$ cat config.mk
export PLATFORM = sky130hd
export DESIGN_NAME = nbag_guard
export DESIGN_NICKNAME = d
export VERILOG_FILES = /design/src/hdl/nbag_guard.v
export VERILOG_INCLUDE_DIRS = /design/src /design/src/shared
export SDC_FILE = /design/constraint.sdc
export NUM_CORES = 1
export LEC_CHECK = 0
export BUFFER_PORTS_ARGS = -buffer_cell sky130_fd_sc_hd__buf_2
export CAP_MARGIN = 20
export CORE_MARGIN = 5
export CORE_UTILIZATION = 40
export CTS_BUF_LIST = sky130_fd_sc_hd__clkbuf_4 sky130_fd_sc_hd__clkbuf_8
export CTS_CLUSTER_DIAMETER = 150
export DETAILED_ROUTE_END_ITERATION = 10
export PLACE_DENSITY_LB_ADDON = 0.3
export SLEW_MARGIN = 30
export SYNTH_ARGS = -nofsm -noshare
export SYNTH_HDL_FRONTEND = slang
export SYNTH_SLANG_ARGS = --single-unit
$ cat constraint.sdc
create_clock -name pclk -period 2.3 [get_ports pclk]
set_clock_uncertainty 0.05 [all_clocks]
set_input_delay 0.46 -clock pclk [delete_from_list [all_inputs] [get_ports pclk]]
set_output_delay 0.46 -clock pclk [all_outputs]
set_load 0.05 [all_outputs]
$ cat src/shared/nbag_defines.vh
// constants for the nvm block access guard
// Notes on behaviour
// block n sits at byte n*16; blocks 0-26 user, 27-29 configuration.
// block 30 holds identity parameters, block 31 the flag and setup bytes.
// flags restrict only memory access commands in rf communication mode.
// plaintext: both flags 0 read/write; lockout only denies; read-only reads.
// encrypted: read/write always, except read-only set, lockout clear: read.
// read-only bit k of each flag byte maps to block 8*byte+k, blocks 0-26.
// reserved bits 7 to 3 of the fourth flag byte are written as zero.
// all flags reset to zero, so every block starts fully accessible.
// the memory is 32 blocks of 16 bytes, checked by block number.
// lockout flags at 0x1f8-0x1fb, same bit to block mapping as read-only.
// refused commands never write the block and report an error instead.
`ifndef NBAG_DEFINES_VH
`define NBAG_DEFINES_VH

// register indices as printed; byte address is four times the index
`define NBAG_IDX_RO0 10'h1f0
`define NBAG_IDX_RO1 10'h1f1
`define NBAG_IDX_RO2 10'h1f2
`define NBAG_IDX_RO3 10'h1f3
`define NBAG_IDX_LO0 10'h1f8
`define NBAG_IDX_LO1 10'h1f9
`define NBAG_IDX_LO2 10'h1fa
`define NBAG_IDX_LO3 10'h1fb
`define NBAG_IDX_STAT 10'h200
`define NBAG_IDX_CNT 10'h201

// flag reset values and writable bits of the last flag byte
`define NBAG_FLAG_RST 8'h00
`define NBAG_LAST_MASK 8'h07

// block map
`define NBAG_BLOCK_SHIFT 4
`define NBAG_LAST_USER 5'd26
`define NBAG_LAST_CONFIG 5'd29
`define NBAG_ID_BLOCK 5'd30
`define NBAG_FLAG_BLOCK 5'd31
`define NBAG_FLAGGED_BLOCKS 5'd27

// area codes
`define NBAG_AREA_USER 2'h0
`define NBAG_AREA_CONFIG 2'h1
`define NBAG_AREA_IDENT 2'h2
`define NBAG_AREA_SETUP 2'h3

// status register fields
`define NBAG_STAT_BLK_LSB 0
`define NBAG_STAT_ALLOW_BIT 8
`define NBAG_STAT_WR_BIT 9
`define NBAG_STAT_ENC_BIT 10
`define NBAG_STAT_AREA_LSB 12
`define NBAG_STAT_VALID_BIT 15

`endif

$ cat src/hdl/nbag_guard.v
// nvm block access guard: per-block rf access check with apb flag registers
//
// The implementer's own choice: the APB register port.
`include "nbag_defines.vh"
`default_nettype none

module nbag_guard #(
  parameter ADDR_W = 9,
  parameter CNT_W = 16
) (
  input wire pclk,
  input wire presetn,
  // apb slave
  input wire psel,
  input wire penable,
  input wire pwrite,
  input wire [11:0] paddr,
  input wire [31:0] pwdata,
  input wire [3:0] pstrb,
  output wire pready,
  output reg [31:0] prdata,
  output reg pslverr,
  // access request from the command processor
  input wire cmd_valid,
  input wire cmd_write,
  input wire cmd_encrypted,
  input wire cmd_rf_mode,
  input wire [ADDR_W-1:0] cmd_addr,
  // decision, one cycle after the request
  output reg chk_done,
  output reg chk_allow,
  output reg chk_error,
  output reg [1:0] chk_area,
  output reg [4:0] chk_block,
  output reg nvm_rd_en,
  output reg nvm_wr_en,
  // flag images for the rest of the tag
  output wire [26:0] ro_flags,
  output wire [26:0] lo_flags
);

  // flag storage, reset to all zero so every block starts open
  reg [7:0] ro0_reg;
  reg [7:0] ro1_reg;
  reg [7:0] ro2_reg;
  reg [7:0] ro3_reg;
  reg [7:0] lo0_reg;
  reg [7:0] lo1_reg;
  reg [7:0] lo2_reg;
  reg [7:0] lo3_reg;

  // last decision kept for software
  reg [4:0] last_blk_reg;
  reg last_allow_reg;
  reg last_wr_reg;
  reg last_enc_reg;
  reg [1:0] last_area_reg;
  reg last_valid_reg;
  reg [CNT_W-1:0] deny_cnt_reg;
  reg [CNT_W-1:0] deny_cnt_next;

  // bus decode: word index is the byte address over four
  wire [9:0] word_idx;
  wire setup_ph;
  wire wr_acc;
  reg mapped;
  reg [31:0] rd_mux;

  assign word_idx = paddr[11:2];
  assign setup_ph = psel & ~penable;
  assign wr_acc = psel & penable & pwrite;
  // zero wait states: the access phase always completes at once
  assign pready = 1'b1;

  // flags pack into block order: bit k of byte j is block 8*j+k
  assign ro_flags = {ro3_reg[2:0], ro2_reg, ro1_reg, ro0_reg};
  assign lo_flags = {lo3_reg[2:0], lo2_reg, lo1_reg, lo0_reg};

  // address decode and read data selection
  always @* begin
    mapped = 1'b1;
    rd_mux = 32'h0000_0000;
    case (word_idx)
      `NBAG_IDX_RO0: rd_mux = {24'h000000, ro0_reg};
      `NBAG_IDX_RO1: rd_mux = {24'h000000, ro1_reg};
      `NBAG_IDX_RO2: rd_mux = {24'h000000, ro2_reg};
      `NBAG_IDX_RO3: rd_mux = {24'h000000, ro3_reg};
      `NBAG_IDX_LO0: rd_mux = {24'h000000, lo0_reg};
      `NBAG_IDX_LO1: rd_mux = {24'h000000, lo1_reg};
      `NBAG_IDX_LO2: rd_mux = {24'h000000, lo2_reg};
      `NBAG_IDX_LO3: rd_mux = {24'h000000, lo3_reg};
      `NBAG_IDX_STAT: begin
        rd_mux[`NBAG_STAT_BLK_LSB +: 5] = last_blk_reg;
        rd_mux[`NBAG_STAT_ALLOW_BIT] = last_allow_reg;
        rd_mux[`NBAG_STAT_WR_BIT] = last_wr_reg;
        rd_mux[`NBAG_STAT_ENC_BIT] = last_enc_reg;
        rd_mux[`NBAG_STAT_AREA_LSB +: 2] = last_area_reg;
        rd_mux[`NBAG_STAT_VALID_BIT] = last_valid_reg;
      end
      `NBAG_IDX_CNT: rd_mux[CNT_W-1:0] = deny_cnt_reg;
      default: mapped = 1'b0;
    endcase
  end

  // read data and error are registered in the setup cycle so they
  // already stand from flops when the access phase is sampled
  always @(posedge pclk or negedge presetn) begin
    if (!presetn) begin
      prdata <= 32'h0000_0000;
      pslverr <= 1'b0;
    end else if (setup_ph) begin
      prdata <= pwrite ? 32'h0000_0000 : rd_mux;
      pslverr <= ~mapped;
    end else if (!psel) begin
      prdata <= 32'h0000_0000;
      pslverr <= 1'b0;
    end
  end

  // flag writes land at the access edge, byte lane 0 only
  always @(posedge pclk or negedge presetn) begin
    if (!presetn) begin
      ro0_reg <= `NBAG_FLAG_RST;
      ro1_reg <= `NBAG_FLAG_RST;
      ro2_reg <= `NBAG_FLAG_RST;
      ro3_reg <= `NBAG_FLAG_RST;
      lo0_reg <= `NBAG_FLAG_RST;
      lo1_reg <= `NBAG_FLAG_RST;
      lo2_reg <= `NBAG_FLAG_RST;
      lo3_reg <= `NBAG_FLAG_RST;
    end else if (wr_acc && pstrb[0]) begin
      case (word_idx)
        `NBAG_IDX_RO0: ro0_reg <= pwdata[7:0];
        `NBAG_IDX_RO1: ro1_reg <= pwdata[7:0];
        `NBAG_IDX_RO2: ro2_reg <= pwdata[7:0];
        // reserved bits are forced to zero whatever software sends
        `NBAG_IDX_RO3: ro3_reg <= pwdata[7:0] & `NBAG_LAST_MASK;
        `NBAG_IDX_LO0: lo0_reg <= pwdata[7:0];
        `NBAG_IDX_LO1: lo1_reg <= pwdata[7:0];
        `NBAG_IDX_LO2: lo2_reg <= pwdata[7:0];
        `NBAG_IDX_LO3: lo3_reg <= pwdata[7:0] & `NBAG_LAST_MASK;
        default: ro0_reg <= ro0_reg;
      endcase
    end
  end

  // block number is the byte address over sixteen
  wire [4:0] req_blk;
  assign req_blk = cmd_addr[ADDR_W-1:`NBAG_BLOCK_SHIFT];

  // area classification of the addressed block
  reg [1:0] req_area;
  always @* begin
    if (req_blk <= `NBAG_LAST_USER) begin
      req_area = `NBAG_AREA_USER;
    end else if (req_blk <= `NBAG_LAST_CONFIG) begin
      req_area = `NBAG_AREA_CONFIG;
    end else if (req_blk == `NBAG_ID_BLOCK) begin
      req_area = `NBAG_AREA_IDENT;
    end else begin
      req_area = `NBAG_AREA_SETUP;
    end
  end

  // flags of the addressed block; blocks above 26 carry none
  reg blk_ro;
  reg blk_lo;
  always @* begin
    blk_ro = 1'b0;
    blk_lo = 1'b0;
    if (req_blk < `NBAG_FLAGGED_BLOCKS) begin
      blk_ro = ro_flags[req_blk];
      blk_lo = lo_flags[req_blk];
    end
  end

  // permission table; outside rf mode nothing is restricted
  reg may_read;
  reg may_write;
  always @* begin
    may_read = 1'b1;
    may_write = 1'b1;
    if (!cmd_rf_mode) begin
      may_read = 1'b1;
      may_write = 1'b1;
    end else if (cmd_encrypted) begin
      // only read-only without lockout still blocks an encrypted write
      may_read = 1'b1;
      may_write = ~(blk_ro & ~blk_lo);
    end else begin
      // plaintext: lockout alone shuts the block, read-only keeps reads
      may_read = blk_ro | ~blk_lo;
      may_write = ~blk_ro & ~blk_lo;
    end
  end

  wire req_ok;
  assign req_ok = cmd_write ? may_write : may_read;

  // registered decision; the memory strobes fire only when allowed,
  // so a refused write cannot reach the array
  always @(posedge pclk or negedge presetn) begin
    if (!presetn) begin
      chk_done <= 1'b0;
      chk_allow <= 1'b0;
      chk_error <= 1'b0;
      chk_area <= `NBAG_AREA_USER;
      chk_block <= 5'h00;
      nvm_rd_en <= 1'b0;
      nvm_wr_en <= 1'b0;
    end else begin
      chk_done <= cmd_valid;
      chk_allow <= cmd_valid & req_ok;
      chk_error <= cmd_valid & ~req_ok;
      nvm_rd_en <= cmd_valid & ~cmd_write & req_ok;
      nvm_wr_en <= cmd_valid & cmd_write & req_ok;
      if (cmd_valid) begin
        chk_area <= req_area;
        chk_block <= req_blk;
      end
    end
  end

  // refusal counter: saturates, and a fresh refusal beats a clear
  wire cnt_clr;
  assign cnt_clr = wr_acc && pstrb[0] && (word_idx == `NBAG_IDX_CNT);
  always @* begin
    deny_cnt_next = deny_cnt_reg;
    if (cnt_clr) begin
      deny_cnt_next = {CNT_W{1'b0}};
    end
    if (cmd_valid && !req_ok) begin
      if (cnt_clr) begin
        deny_cnt_next = {{(CNT_W-1){1'b0}}, 1'b1};
      end else if (deny_cnt_reg != {CNT_W{1'b1}}) begin
        deny_cnt_next = deny_cnt_reg + {{(CNT_W-1){1'b0}}, 1'b1};
      end
    end
  end

  // snapshot of the latest request for the status register
  always @(posedge pclk or negedge presetn) begin
    if (!presetn) begin
      last_blk_reg <= 5'h00;
      last_allow_reg <= 1'b0;
      last_wr_reg <= 1'b0;
      last_enc_reg <= 1'b0;
      last_area_reg <= `NBAG_AREA_USER;
      last_valid_reg <= 1'b0;
      deny_cnt_reg <= {CNT_W{1'b0}};
    end else begin
      deny_cnt_reg <= deny_cnt_next;
      if (cmd_valid) begin
        last_blk_reg <= req_blk;
        last_allow_reg <= req_ok;
        last_wr_reg <= cmd_write;
        last_enc_reg <= cmd_encrypted;
        last_area_reg <= req_area;
        last_valid_reg <= 1'b1;
      end
    end
  end

endmodule // nbag_guard

`default_nettype wire

==> flow_summary_export.csv <==
group,metric,value,unit
hold_path,hp-class,"input port to flip-flop",
timing,slew_viol_final,0,
setup_path,required,2.53,ns
cts,cts.sinks,103,
global_route,grt_max_degree,66,
timing,setup_viol,7,
timing,hold_ws,0.242,ns
drt,ant_nets,0,
layout,layout.nets,752,
timing,rsz0062_at_grt,"true",
die,die_area,16100,µm²
global_route,antenna_found_initial,1,
setup_path,cp-start-kind,"flip-flop",
pwr,irDropWorstVdd,0.243,mV
layout,final_cell_area,7350,µm²
setup_path,cp_max_fo,6,
cts,cts_tree,"done",
drt,wl_per_cell,20.8,µm
die,num_rows,42,
place,dpl_cell_area,6950,µm²
setup_path,crit_chain,"mux4_1 -> nand2b_1 -> nand3_1 -> nand4_1 -> nand4_4 -> buf_6 -> buf_6 -> o211ai_1 -> nand2_1",
global_route,grt_pass1_wl,28100,µm
drt,wl,18100,µm
die,fp.dieW,127,µm
run_status,outcome,"complete, but fails checks",
pwr,p_total,3.62,mW
layout,drive_above_1_share,51.4,%
timing,final.period_utilization,102,%
place,post-place-ws,-0.549,ns
synthesis,synth_area,5480,µm²
setup_path,cp-end-kind,"flip-flop",
layout,num_antenna_cells,0,
pwr,p_per_area,493,nW/µm²
drt,drt-pass1-iter-count,5,
global_route,grt_usage,22.2,%
drt,viasPerCell,5.73,
layout,fin_cells,866,
layout,post-route-util,55.0,%
global_route,grt-ovfl-total,0,
place,place_inst,838,
place,hpwl,13800,µm
timing,fmax,0.426,GHz
timing,tns,-0.184,ns
layout,final_cell_mix,"buf_2, buf_4, dfrtp_1",
layout,final_common_cell,"buf_2",
cts,cts_buffers,9,
setup_path,crit_family,"simple AND/OR/NAND/NOR gates",
place,portBuffers,115,
die,io_pins,166,
setup_path,cp_data_arrival_time,2.57,ns
layout,area_growth,34.1,%
cts,htree_levels,3,
synthesis,ys_ff_latch,103,
cts,clk_pin_slew_worst_paths,0.11,ns
global_route,grt_pass1_vias,5073,
synthesis,async_flop_share,100,%
setup_path,crit_path_frequent_cell,"buf_6",
place,gp_congestion,0.944,
die,start_util,41.0,%
timing,final_hold_viol_count,0,
timing,fin_ws,-0.0454,ns
setup_path,crit_path_start,"lo1_reg[1]$_DFFE_PN0P_",
setup_path,r2r-start,"lo1_reg[1]$_DFFE_PN0P_",
setup_path,crit_buf_inv,2,
run_status,violations,"negative setup slack",
pwr,leakagePower,3.78,nW
synthesis,ys_types,69,
setup_path,slowest_stage,"mux4_1",
hold_path,worstHoldStart,"cmd_write",
synthesis,seq_area_frac_synth,47.1,%
die,placeableCoreArea,13300,µm²
drt,drc_errors,0,
cts,clockBufferDepth,2,
flow_run,max-cap-violations,0,
drt,first_iter_violations,482,
setup_path,path_class,"flip-flop to flip-flop",
setup_path,critPathMaxStageDelay,0.53,ns
synthesis,syn_inst,470,
synthesis,ys.flop_type,"dfrtp_1",
cts,cts_root_buf,"clkbuf_8",
layout,num-fill-cells,1167,
die,die_h,127,µm
synthesis,synth-edff-count,0,
synthesis,ys_warn_count,0,
drt,vias,4965,
synthesis,synth.avg_cell_area,11.7,µm²
cts,clkLatencyLatePin,0.38,ns
timing,period_minus_slack,2.35,ns
==> cell families after synthesis <==
group                      count (synthesis)  share of synthesized area, %
adders and majority gates                  1                         0.228
other                                      2                         0.137
buffers and inverters                     52                          5.94
muxes                                     85                          18.9
DFF                                      103                          47.1
AOI/OAI and AO/OA                         95                          13.4
and+or+nand+nor                          132                          14.3
==> area by class of cell <==
cell class	instances	area (µm²)	area share, %
sequential	103	2580	35.1
tap	176	220	3.00
inverter	8	37.5	0.511
timing repair buffer	233	1570	21.4
clock inverter	5	41.3	0.562
multi-input combinational	330	2760	37.5
clock buffer	11	139	1.89
==> worst paths after layout <==
path / cells after the start / end / slack (ns)
setup reg to reg: 9 / deny_cnt_reg[4]$_DFF_PN0_ / -0.05
min in group asynchronous: 2 / deny_cnt_reg[14]$_DFF_PN0_ / 0.42
hold / removal: 2 / nvm_rd_en$_DFF_PN0_ / 0.24
hold reg to reg: 1 / prdata[4]$_DFFE_PN0P_ / 0.43
max in group asynchronous: 3 / lo1_reg[0]$_DFFE_PN0P_ / 1.14
setup / recovery: 9 / deny_cnt_reg[4]$_DFF_PN0_ / -0.05
==> metal layers <==
metal	wire, µm	vias to the layer above	GRT usage (%)
li1	-	2196	-
met1	7420	2477	30.0
met2	8890	252	36.6
met3	1310	38	3.67
met4	415	2	7.13
met5	13	-	0
==> power breakdown <==
group          internal, mW  switching [mW]
combinational         0.206           0.386
sequential             1.87          0.0667
clock                 0.430           0.658
==> cell usage after synthesis, types with 3 or more instances <==
cell type  instances  share of area, %
a21o_1             7              0.96
a21oi_1            7              0.64
a221oi_1           3              0.48
a222oi_1          15               2.7
a22o_1             5              0.80
a22oi_1           17               2.3
a31oi_1            6              0.69
a32o_1             3              0.55
and2_1             9               1.0
and3_1             9               1.0
buf_2              8              0.73
buf_4             17               2.3
buf_6              3              0.62
clkbuf_1          13              0.89
dfrtp_1          103                47
inv_1              6              0.41
mux2_2            67                14
mux2i_1            9               1.6
mux4_1             4               1.9
nand2_1           35               2.4
nand2b_1           6              0.69
nand3_1           12               1.1
nand4_1           10               1.1
nor2_1            14              0.96
nor2b_1            4              0.46
nor3_1             5              0.46
nor3_2             3              0.55
nor4_2             3              0.69
o211ai_1           4              0.55
o21ai_0           12               1.1
==> timing repair <==
action | in CTS | in global routing
setup buffers | 0 | 11
setup endpoints to repair | 19 | 21
pin swaps | 0 | 23
endpoints found under the hold margin | 15 | 0
hold buffers | 1 | 0
gates resized for setup | 3 | 27
==> worst register-to-register path: stages, from the launching register on <==
cell and delay [ns]:
dfrtp_1 0.45, mux4_1 0.53, nand2b_1 0.10, nand3_1 0.11, nand4_1 0.20, nand4_4 0.23
buf_6 0.19, buf_6 0.12, o211ai_1 0.18, nand2_1 0.09
(Power assumes the default switching activity.)
